`src/ptc_consts.vh`:
```
// Summary of operation
// - Direction bit 0 makes the pin an output, 1 an input; resets to input.
// - As output, drive-type bit 2 selects open-drain at 0, push-pull at 1.
// - Output-level bit 3 drives low at 0; high or released at 1 by drive type.
// - Read-only bit 1 reports the synchronised pin level, debounced while bit 4 is set.
// - Bit 5 selects the bias low-power alternate function; reset from the factory ALT_RESET option.
// - Code register bits 3:0 return identification code bits 3:0, read-only.
// - Code register bit 7 returns identification code bit 4, read-only.
// - The five-bit code is the CHIP_CODE identification value, independent of the ALT_RESET reset configuration.
// - Bit 4 enables a 30 ms debounce on the sampled input; resets to 0.
`ifndef PTC_CONSTS_VH
`define PTC_CONSTS_VH
`define PTC_ADDR_SETUP      8'h13
`define PTC_ADDR_CODE       8'h14
`define PTC_BIT_DIR         0
`define PTC_BIT_LEVEL       1
`define PTC_BIT_DRV         2
`define PTC_BIT_DOUT        3
`define PTC_BIT_DBEN        4
`define PTC_BIT_ALT         5
`define PTC_RST_DIR         1'b1
`define PTC_RST_DRV         1'b0
`define PTC_RST_DOUT        1'b0
`define PTC_RST_DBEN        1'b0
`define PTC_DEBOUNCE_MS     30
`define PTC_CLK_HZ          10000000
`define PTC_DEBOUNCE_CYC    ((`PTC_DEBOUNCE_MS * `PTC_CLK_HZ) / 1000)
`endif

```
`src/ptc_debounce.v`:
```
`timescale 1ns/1ps
`include "ptc_consts.vh"
module ptc_debounce #(
    parameter integer CYCLES = `PTC_DEBOUNCE_CYC
) (
    input  wire sys_clk_i,  // System clock
    input  wire rst_n_i,    // Async reset, active low
    input  wire enable_i,   // Filter enable
    input  wire level_i,    // Synchronised raw level
    output reg  level_o     // Filtered level
);
    reg  [19:0] count_q;
    reg  [19:0] count_d;
    reg         level_d;

    always @* begin
        count_d = 20'h0_0000;
        level_d = level_o;
        if (!enable_i || level_i == level_o) begin
            if (!enable_i)
                level_d = level_i;
        end else if (count_q >= CYCLES[19:0] - 20'h0_0001) begin
            level_d = level_i;
        end else begin
            count_d = count_q + 20'h0_0001;
        end
    end

    always @(posedge sys_clk_i or negedge rst_n_i) begin
        if (!rst_n_i) begin
            count_q <= 20'h0_0000;
            level_o <= 1'b0;
        end else begin
            count_q <= count_d;
            level_o <= level_d;
        end
    end
endmodule // ptc_debounce

```
`src/ptc_pin_two.v`:
```
`timescale 1ns/1ps
`include "ptc_consts.vh"
module ptc_pin_two #(
    parameter integer     DEBOUNCE_CYCLES = `PTC_DEBOUNCE_CYC,
    parameter [4:0]       CHIP_CODE       = 5'h0_5,  // Arbitrary value
    parameter             ALT_RESET       = 1'b0     // Factory alternate-function default
) (
    input  wire       sys_clk_i,       // System clock, 10 MHz
    input  wire       rst_n_i,         // Async reset, active low
    input  wire [7:0] reg_addr_i,      // Register address
    input  wire       reg_wr_i,        // Write strobe, one cycle
    input  wire [7:0] reg_wdata_i,     // Write data
    input  wire       reg_rd_i,        // Read strobe, one cycle
    output reg  [7:0] reg_rdata_o,     // Read data, valid cycle after strobe
    input  wire       pin_i,           // Pin level from pad
    output reg        pin_o,           // Pin drive value
    output reg        pin_oe_o,        // Pin output enable, high while driving
    output reg        alt_lowpower_o   // Bias low-power alternate function active
);
    // Register map and read images
    localparam [7:0] ADDR_SETUP      = `PTC_ADDR_SETUP;
    localparam [7:0] ADDR_CODE       = `PTC_ADDR_CODE;
    localparam [1:0] RSVD_READ       = 2'b00;
    localparam [2:0] CODE_GAP        = 3'b000;
    localparam [7:0] RDATA_NONE      = 8'h00;

    // Pad drive modes decoded from direction and drive type
    localparam [1:0] MODE_INPUT      = 2'b00;
    localparam [1:0] MODE_OPEN_DRAIN = 2'b01;
    localparam [1:0] MODE_PUSH_PULL  = 2'b10;

    // Configuration fields and their next values
    reg        dir_q;
    reg        dir_d;
    reg        drv_q;
    reg        drv_d;
    reg        dout_q;
    reg        dout_d;
    reg        dben_q;
    reg        dben_d;
    reg        alt_d;
    reg        sync1_q;
    reg        sync2_q;
    reg        pin_d;
    reg        pin_oe_d;
    reg  [7:0] rdata_d;

    wire       level_filt;
    wire       setup_wr_hit;
    wire [1:0] mode;
    wire [7:0] setup_rd;
    wire [7:0] code_rd;

    // True when the address selects the pin setup register
    function is_setup;
        input [7:0] addr;
        begin
            is_setup = (addr == ADDR_SETUP);
        end
    endfunction

    function is_code;
        input [7:0] addr;
        begin
            is_code = (addr == ADDR_CODE);
        end
    endfunction

    // Direction wins over drive type
    function [1:0] pin_mode;
        input dir_in;
        input drv_push;
        begin
            if (dir_in)
                pin_mode = MODE_INPUT;
            else if (drv_push)
                pin_mode = MODE_PUSH_PULL;
            else
                pin_mode = MODE_OPEN_DRAIN;
        end
    endfunction

    // Open-drain only ever pulls low; a high level leaves the pad released
    function drive_on;
        input [1:0] mode_in;
        input       level;
        begin
            case (mode_in)
                MODE_PUSH_PULL:  drive_on = 1'b1;
                MODE_OPEN_DRAIN: drive_on = !level;
                default:         drive_on = 1'b0;
            endcase
        end
    endfunction

    // Readback image; reserved bits read zero
    function [7:0] setup_image;
        input alt;
        input dben;
        input dout;
        input drv;
        input lvl;
        input dir;
        begin
            setup_image = {RSVD_READ, alt, dben, dout, drv, lvl, dir};
        end
    endfunction

    // Identification code bit 4 on top, bits 3:0 at the bottom
    function [7:0] code_image;
        input [4:0] code;
        begin
            code_image = {code[4], CODE_GAP, code[3:0]};
        end
    endfunction

    // Unmapped addresses read as zero
    function [7:0] read_mux;
        input [7:0] addr;
        input [7:0] setup_val;
        input [7:0] code_val;
        begin
            if (is_setup(addr))
                read_mux = setup_val;
            else if (is_code(addr))
                read_mux = code_val;
            else
                read_mux = RDATA_NONE;
        end
    endfunction

    // Two-stage synchroniser for the asynchronous pad level
    always @(posedge sys_clk_i or negedge rst_n_i) begin
        if (!rst_n_i) begin
            sync1_q <= 1'b0;
            sync2_q <= 1'b0;
        end else begin
            sync1_q <= pin_i;
            sync2_q <= sync1_q;
        end
    end

    ptc_debounce #(
        .CYCLES (DEBOUNCE_CYCLES)
    ) u_debounce (
        .sys_clk_i (sys_clk_i),
        .rst_n_i   (rst_n_i),
        .enable_i  (dben_q),
        .level_i   (sync2_q),
        .level_o   (level_filt)
    );

    assign setup_wr_hit = reg_wr_i && is_setup(reg_addr_i);
    assign mode         = pin_mode(dir_q, drv_q);
    assign setup_rd     = setup_image(alt_lowpower_o, dben_q, dout_q, drv_q, level_filt, dir_q);
    assign code_rd      = code_image(CHIP_CODE);

    // Next field values on a setup write; the code register ignores writes
    always @* begin
        dir_d  = dir_q;
        drv_d  = drv_q;
        dout_d = dout_q;
        dben_d = dben_q;
        alt_d  = alt_lowpower_o;
        if (setup_wr_hit) begin
            dir_d  = reg_wdata_i[`PTC_BIT_DIR];
            drv_d  = reg_wdata_i[`PTC_BIT_DRV];
            dout_d = reg_wdata_i[`PTC_BIT_DOUT];
            dben_d = reg_wdata_i[`PTC_BIT_DBEN];
            alt_d  = reg_wdata_i[`PTC_BIT_ALT];
        end
    end

    // Read data change only on a read strobe and then hold
    always @* begin
        rdata_d = reg_rdata_o;
        if (reg_rd_i)
            rdata_d = read_mux(reg_addr_i, setup_rd, code_rd);
    end

    // Pad drive decode
    always @* begin
        pin_d    = dout_q;
        pin_oe_d = drive_on(mode, dout_q);
    end

    // Setup fields; the alternate bit resets to the factory option
    always @(posedge sys_clk_i or negedge rst_n_i) begin
        if (!rst_n_i) begin
            dir_q          <= `PTC_RST_DIR;
            drv_q          <= `PTC_RST_DRV;
            dout_q         <= `PTC_RST_DOUT;
            dben_q         <= `PTC_RST_DBEN;
            alt_lowpower_o <= ALT_RESET;
        end else begin
            dir_q          <= dir_d;
            drv_q          <= drv_d;
            dout_q         <= dout_d;
            dben_q         <= dben_d;
            alt_lowpower_o <= alt_d;
        end
    end

    // Read data register holds until the next read
    always @(posedge sys_clk_i or negedge rst_n_i) begin
        if (!rst_n_i)
            reg_rdata_o <= RDATA_NONE;
        else
            reg_rdata_o <= rdata_d;
    end

    // Pad drive leaves straight from flip-flops
    always @(posedge sys_clk_i or negedge rst_n_i) begin
        if (!rst_n_i) begin
            pin_o    <= 1'b0;
            pin_oe_o <= 1'b0;
        end else begin
            pin_o    <= pin_d;
            pin_oe_o <= pin_oe_d;
        end
    end
endmodule // ptc_pin_two
```
`config.mk`:
```
export PLATFORM = sky130hd
export DESIGN_NAME = ptc_pin_two
export DESIGN_NICKNAME = d
export VERILOG_FILES = /design/src/ptc_debounce.v /design/src/ptc_pin_two.v
export VERILOG_INCLUDE_DIRS = /design/src /design/src/src
export SDC_FILE = /design/constraint.sdc
export NUM_CORES = 1
export LEC_CHECK = 0
export ABC_AREA = 1
export BUFFER_PORTS_ARGS = -buffer_cell sky130_fd_sc_hd__buf_2
export CORE_MARGIN = 2
export CORE_UTILIZATION = 50
export CTS_CLUSTER_SIZE = 12
export DETAILED_ROUTE_END_ITERATION = 12
export MAX_ROUTING_LAYER = met4
export PLACE_DENSITY = 0.7
export RECOVER_POWER = 100
export SYNTH_ARGS = -nofsm -noshare
export SYNTH_HDL_FRONTEND = slang
export SYNTH_SLANG_ARGS = --single-unit
```
`constraint.sdc`:
```
create_clock -name sys_clk_i -period 1.7 [get_ports sys_clk_i]
set_input_delay 0.255 -clock sys_clk_i [delete_from_list [all_inputs] [get_ports sys_clk_i]]
set_output_delay 0.255 -clock sys_clk_i [all_outputs]
set_load 0.05 [all_outputs]
```
Word-level counts from Yosys, hierarchy flattened:

Cells that the tools add are included.

* bits in registers: 38
* input port bits: 21
* output and inout bits: 11
* word-level logic and storage cells: 36

* add/subtract/negate cells: 1
* order comparisons: 1
* eq/ne operators: 6
* multiplexer cells: 10
* reductions and logical operators: 6

Operator list (number)
* 20-bit 2-to-1 mux: 2
* 20-bit by 1-bit adder with 20-bit output, second input constant: 1
* 20-bit by 19-bit greater-or-equal comparator with 1-bit output, second input constant: 1
* 8-bit by 5-bit equality test with 1-bit output, second input constant: 2
* 6-bit 2-to-1 mux: 1
* 2-bit 2-to-1 mux: 2
* 1-bit 2-to-1 mux: 3
* 3-bit 2-to-1 mux: 1
* 2-bit by 1-bit equality test with 1-bit output, second input constant: 1
* 2-bit equality test, second input constant: 1
* 1-bit zero test: 2
* 2-bit inequality test, second input constant: 1
* 1-bit one-hot mux with 2 select lines: 1
* 2-bit AND reduction: 1
* 2-bit nonzero test: 1
* 1-bit equality test: 1
* 1-bit logical AND: 1
* 1-bit logical OR: 1

Longest topological paths before layout:

* word-level depth: 4
* gate-level depth with buffers: 10
* gate-level depth less buffers: 10

Hierarchy:

Synthesis repeated with hierarchy kept, for this count alone.

* cells, all modules: 214
* area, all modules: 1776.7 um^2

Modules (own cells, without submodules)
* ptc_debounce: instances 1, cells an instance 140, area an instance 1123.6 um^2, sequential area each 525.5 um^2
* ptc_pin_two: instances 1, cells an instance 74, area an instance 653.1 um^2, sequential area each 376.6 um^2

Least setup slack after synthesis:

OpenSTA, ideal clock, no wires.

* path kind: reg2reg
* from: reg u_debounce.count_q[0]
* to: reg u_debounce.count_q[3]
* setup time: 71 ps
* arrival time: 1280 ps
* required time: 1629 ps
* setup slack: 349 ps
* cell stages (with the launch flop): 10
* buffers on the path: 1
* clock period less this slack: 1351 ps
* cells stage by stage: dfrtp_1 > ha_1 > nand3_1 > inv_1 > nand3_1 > nand2_1 > nand2_2 > nand3_4 > buf_6 > nor2_1

* word-level cells in the longest chain between the ends: 3
* elaborated cells between the ends (all ways): 4
* those cells by class: 1 x add/sub; 1 x order compare; 2 x mux

RTL lines
* from (decl): RTL line ptc_debounce.v:12 `reg [19:0] count_q;`
* from (signal assigned): RTL line ptc_debounce.v:34 `count_q <= count_d;`
* 20-bit by 1-bit adder with 20-bit output / 20-bit by 19-bit greater-or-equal comparator with 1-bit output (equally long branches): RTL line ptc_debounce.v:25, ptc_debounce.v:22
* 20-bit 2-to-1 mux *: RTL line ptc_debounce.v:22 `end else if (count_q >= CYCLES[19:0] - 20'h0_0001) begin`
* 20-bit 2-to-1 mux *: RTL line ptc_debounce.v:19 `if (!enable_i || level_i == level_o) begin`
* via u_debounce.count_d[3]: RTL line ptc_debounce.v:13 `reg [19:0] count_d;`

Mark *: on every way through the listed nets, which the timed path passes. The rest lies on a longest branch.
A chain may end at the register's enable or synchronous reset.

Final worst setup path:

* from: reg u_debounce.count_q[0]
* to: reg u_debounce.count_q[4]

The elaborated chain is that of the path after synthesis.

==> results.toml <==
[setup_path]
crit_type = "flop to flop"
start_kind = "flop"
crit_fanout = 9
crit_required_ns = 1.97
crit_path_end_kind = "flop"
rr_worst_depth = 8
cp.arrival_ns = 1.80

[drt]
drc = 0
routedWlPerCell_um = 11.3
ant_nets = 0
dr_total_vias = 1409
firstDrtPassIters = 5
routed_wl_um = 3260
drtIter0Drc = 39
vias_per_cell = 4.89

[placed_design]
gp_congestion = 0.810
numPortBuffers = 26
dp_hpwl_um = 2300

[final_layout]
mostFrequentLayoutCell = "nand2_1"
layout_common_cells = "50 x nand2_1, 36 x nor2_1, 35 x dfrtp_1"
fill_cells = 322
top_register = "u_debounce.count_q"
post-route-util_pct = 60.0
area_delta_synth_final_pct = 14.4
fin_nets = 263
multi_input_area_um2 = 739
largest_reg_flops = 20
seqCellArea_um2 = 902
reg_top3 = "u_debounce.count_q (20), reg_rdata_o (6)"
antenna_cells = 0
drive_gt1_share_pct = 14.9

[yosys]
ys_types = 28
synth_edf_count = 0
synthCells = 205
synthesis.area_mm2 = 0.00175
yosys_most_used_dff = "dfrtp_1"
yosysWarnings = 0
ys_seq_elements = 36
async_flop_share_pct = 100
yosysSeqAreaShare_pct = 51.6
postSynthAreaPerCell_um2 = 8.53

[run_status]
status = "complete, no violations"

[sta]
finalSetupViolCount = 0
rsz0062_at_grt = "no"
hold_viol = 0
max_slew_margin_pct = 43.9
min_period_ns = 1.53
max_slew.worst_pin.slew_ns = 0.842
setup_tns_ns = 0
post-route-period-util_pct = 90.0
drv_slew = 0
fmax_mhz = 653
clock_skew_ns = 0.00947

[clock_network]
insertion_delay_ns = 0.34
cts_num_sinks = 36
clock-root-buffer = "clkbuf_4"
cts_tree = "built"
clkTransAtPathRegs_ns = 0.10
postCtsSetupBuffers = 0
htree_levels = 2
clk_path_buf_depth = 2
cts.repair.resized = 0
numCtsBuffers = 5

[run]
drv_cap = 0

[die]
start_util_pct = 52.4
die_y_um = 63.1
num_rows = 21
ios = 32
core_area_mm2 = 0.00334
fp.dieW_um = 63.1
die-area_mm2 = 0.00399

[power]
power.leakage_nw = 0.899
powerDensity_mw_per_mm2 = 761
ir_drop_v = 0.000476

[worst_hold_path]
whs_path_depth = 3
hp-class = "input pin to flop"

[grt]
antenna_found_initial = 0
grt_pass1_wl_um = 5870
track_usage_pct = 19.6
grt_max_degree = 37
grt_pass1_vias = 1393
overflow = 0
## kinds of logic after synthesis
kind of cell	count (synthesis)	synth area share [%]
xor+xnor	12	6.01
compound gates	17	5.65
fa+ha+maj	1	0.715
simple gates	112	29.4
buf+inv	26	6.44
flops	36	51.6
other cells	1	0.214
## final timing paths
kind / slack [ns] / endpoint / startpoint
max in group asynchronous: 0.55 / reg_rdata_o[2] / rst_n_i
min in group asynchronous: 0.61 / u_debounce.count_q[8] / rst_n_i
min: 0.11 / alt_lowpower_o / reg_wdata_i[5]
max: 0.17 / u_debounce.count_q[4] / u_debounce.count_q[0]
min reg2reg: 0.36 / sync2_q / sync1_q
max reg2reg: 0.17 / u_debounce.count_q[4] / u_debounce.count_q[0]
## stage by stage
step           hold WS, ns  instance area (um2)  setup slack [ns]  std cells  power [W]
2_1_floorplan      -0.0406                 1760             0.349        207   0.000969
3_3_place_gp         0.317                 1930             0.202        277    0.00102
3_5_place_dp         0.321                 1930             0.167        277    0.00102
4_1_cts            0.00336                 2010             0.122        286    0.00154
5_1_grt              0.104                 2000            0.0360        288    0.00160
6_report             0.111                 2000             0.170        288    0.00152
## critical path, cell delays in order (launching register included)
cell and delay, ns:
dfrtp_1 0.41, ha_1 0.23, nand3_1 0.11, inv_1 0.07, nand3_1 0.08, nand2_1 0.07
nand2_2 0.12, nand3_2 0.21, nor2_1 0.16
## cells in the mapped netlist (2+ instances only)
cell type | number | share of area, %
a21oi_1 | 3 | 0.86
dfrtp_1 | 35 | 50
o21ai_0 | 10 | 2.9
buf_4 | 2 | 0.86
nor2_2 | 3 | 1.1
nand3_1 | 8 | 2.3
xnor2_1 | 3 | 1.5
nor3_2 | 2 | 1.1
nor2_1 | 34 | 7.3
nor3_1 | 6 | 1.7
inv_1 | 21 | 4.5
xor2_1 | 9 | 4.5
a31oi_1 | 2 | 0.72
nand2_1 | 49 | 11
nand4_1 | 3 | 1.1
nand2_2 | 3 | 1.1
## timing repair
item,CTS,global route
hold buffers,1,1
endpoints found under the setup margin,0,1
endpoints found under the hold margin,35,1
## cell type report
cell class / instances / share of cell area, %
well taps: 46 / 2.88
flip-flops and latches: 36 / 45.1
inverters: 22 / 4.13
repair buffers: 30 / 7.50
clock buffers: 8 / 3.44
multi-input cells: 146 / 37.0
## routing by layer
layer / track usage [%] / wire, um / part of all wire, % / vias up
met2: 31.1 / 1580 / 48 / 36
met5: - / 0 / 0 / -
met3: 6.61 / 142 / 4.4 / 6
met4: 7.78 / 57 / 1.7 / 0
met1: 22.8 / 1480 / 46 / 654
li1: - / - / - / 713
## power breakdown
| group | total, W | internal, W | switching, W |
|---|---|---|---|
| clock | 0.000522 | 0.000243 | 0.000279 |
| combinational | 0.000116 | 0.0000318 | 0.0000838 |
| sequential | 0.000885 | 0.000874 | 0.0000114 |
Note: power is estimated with default switching activity, not from simulation.
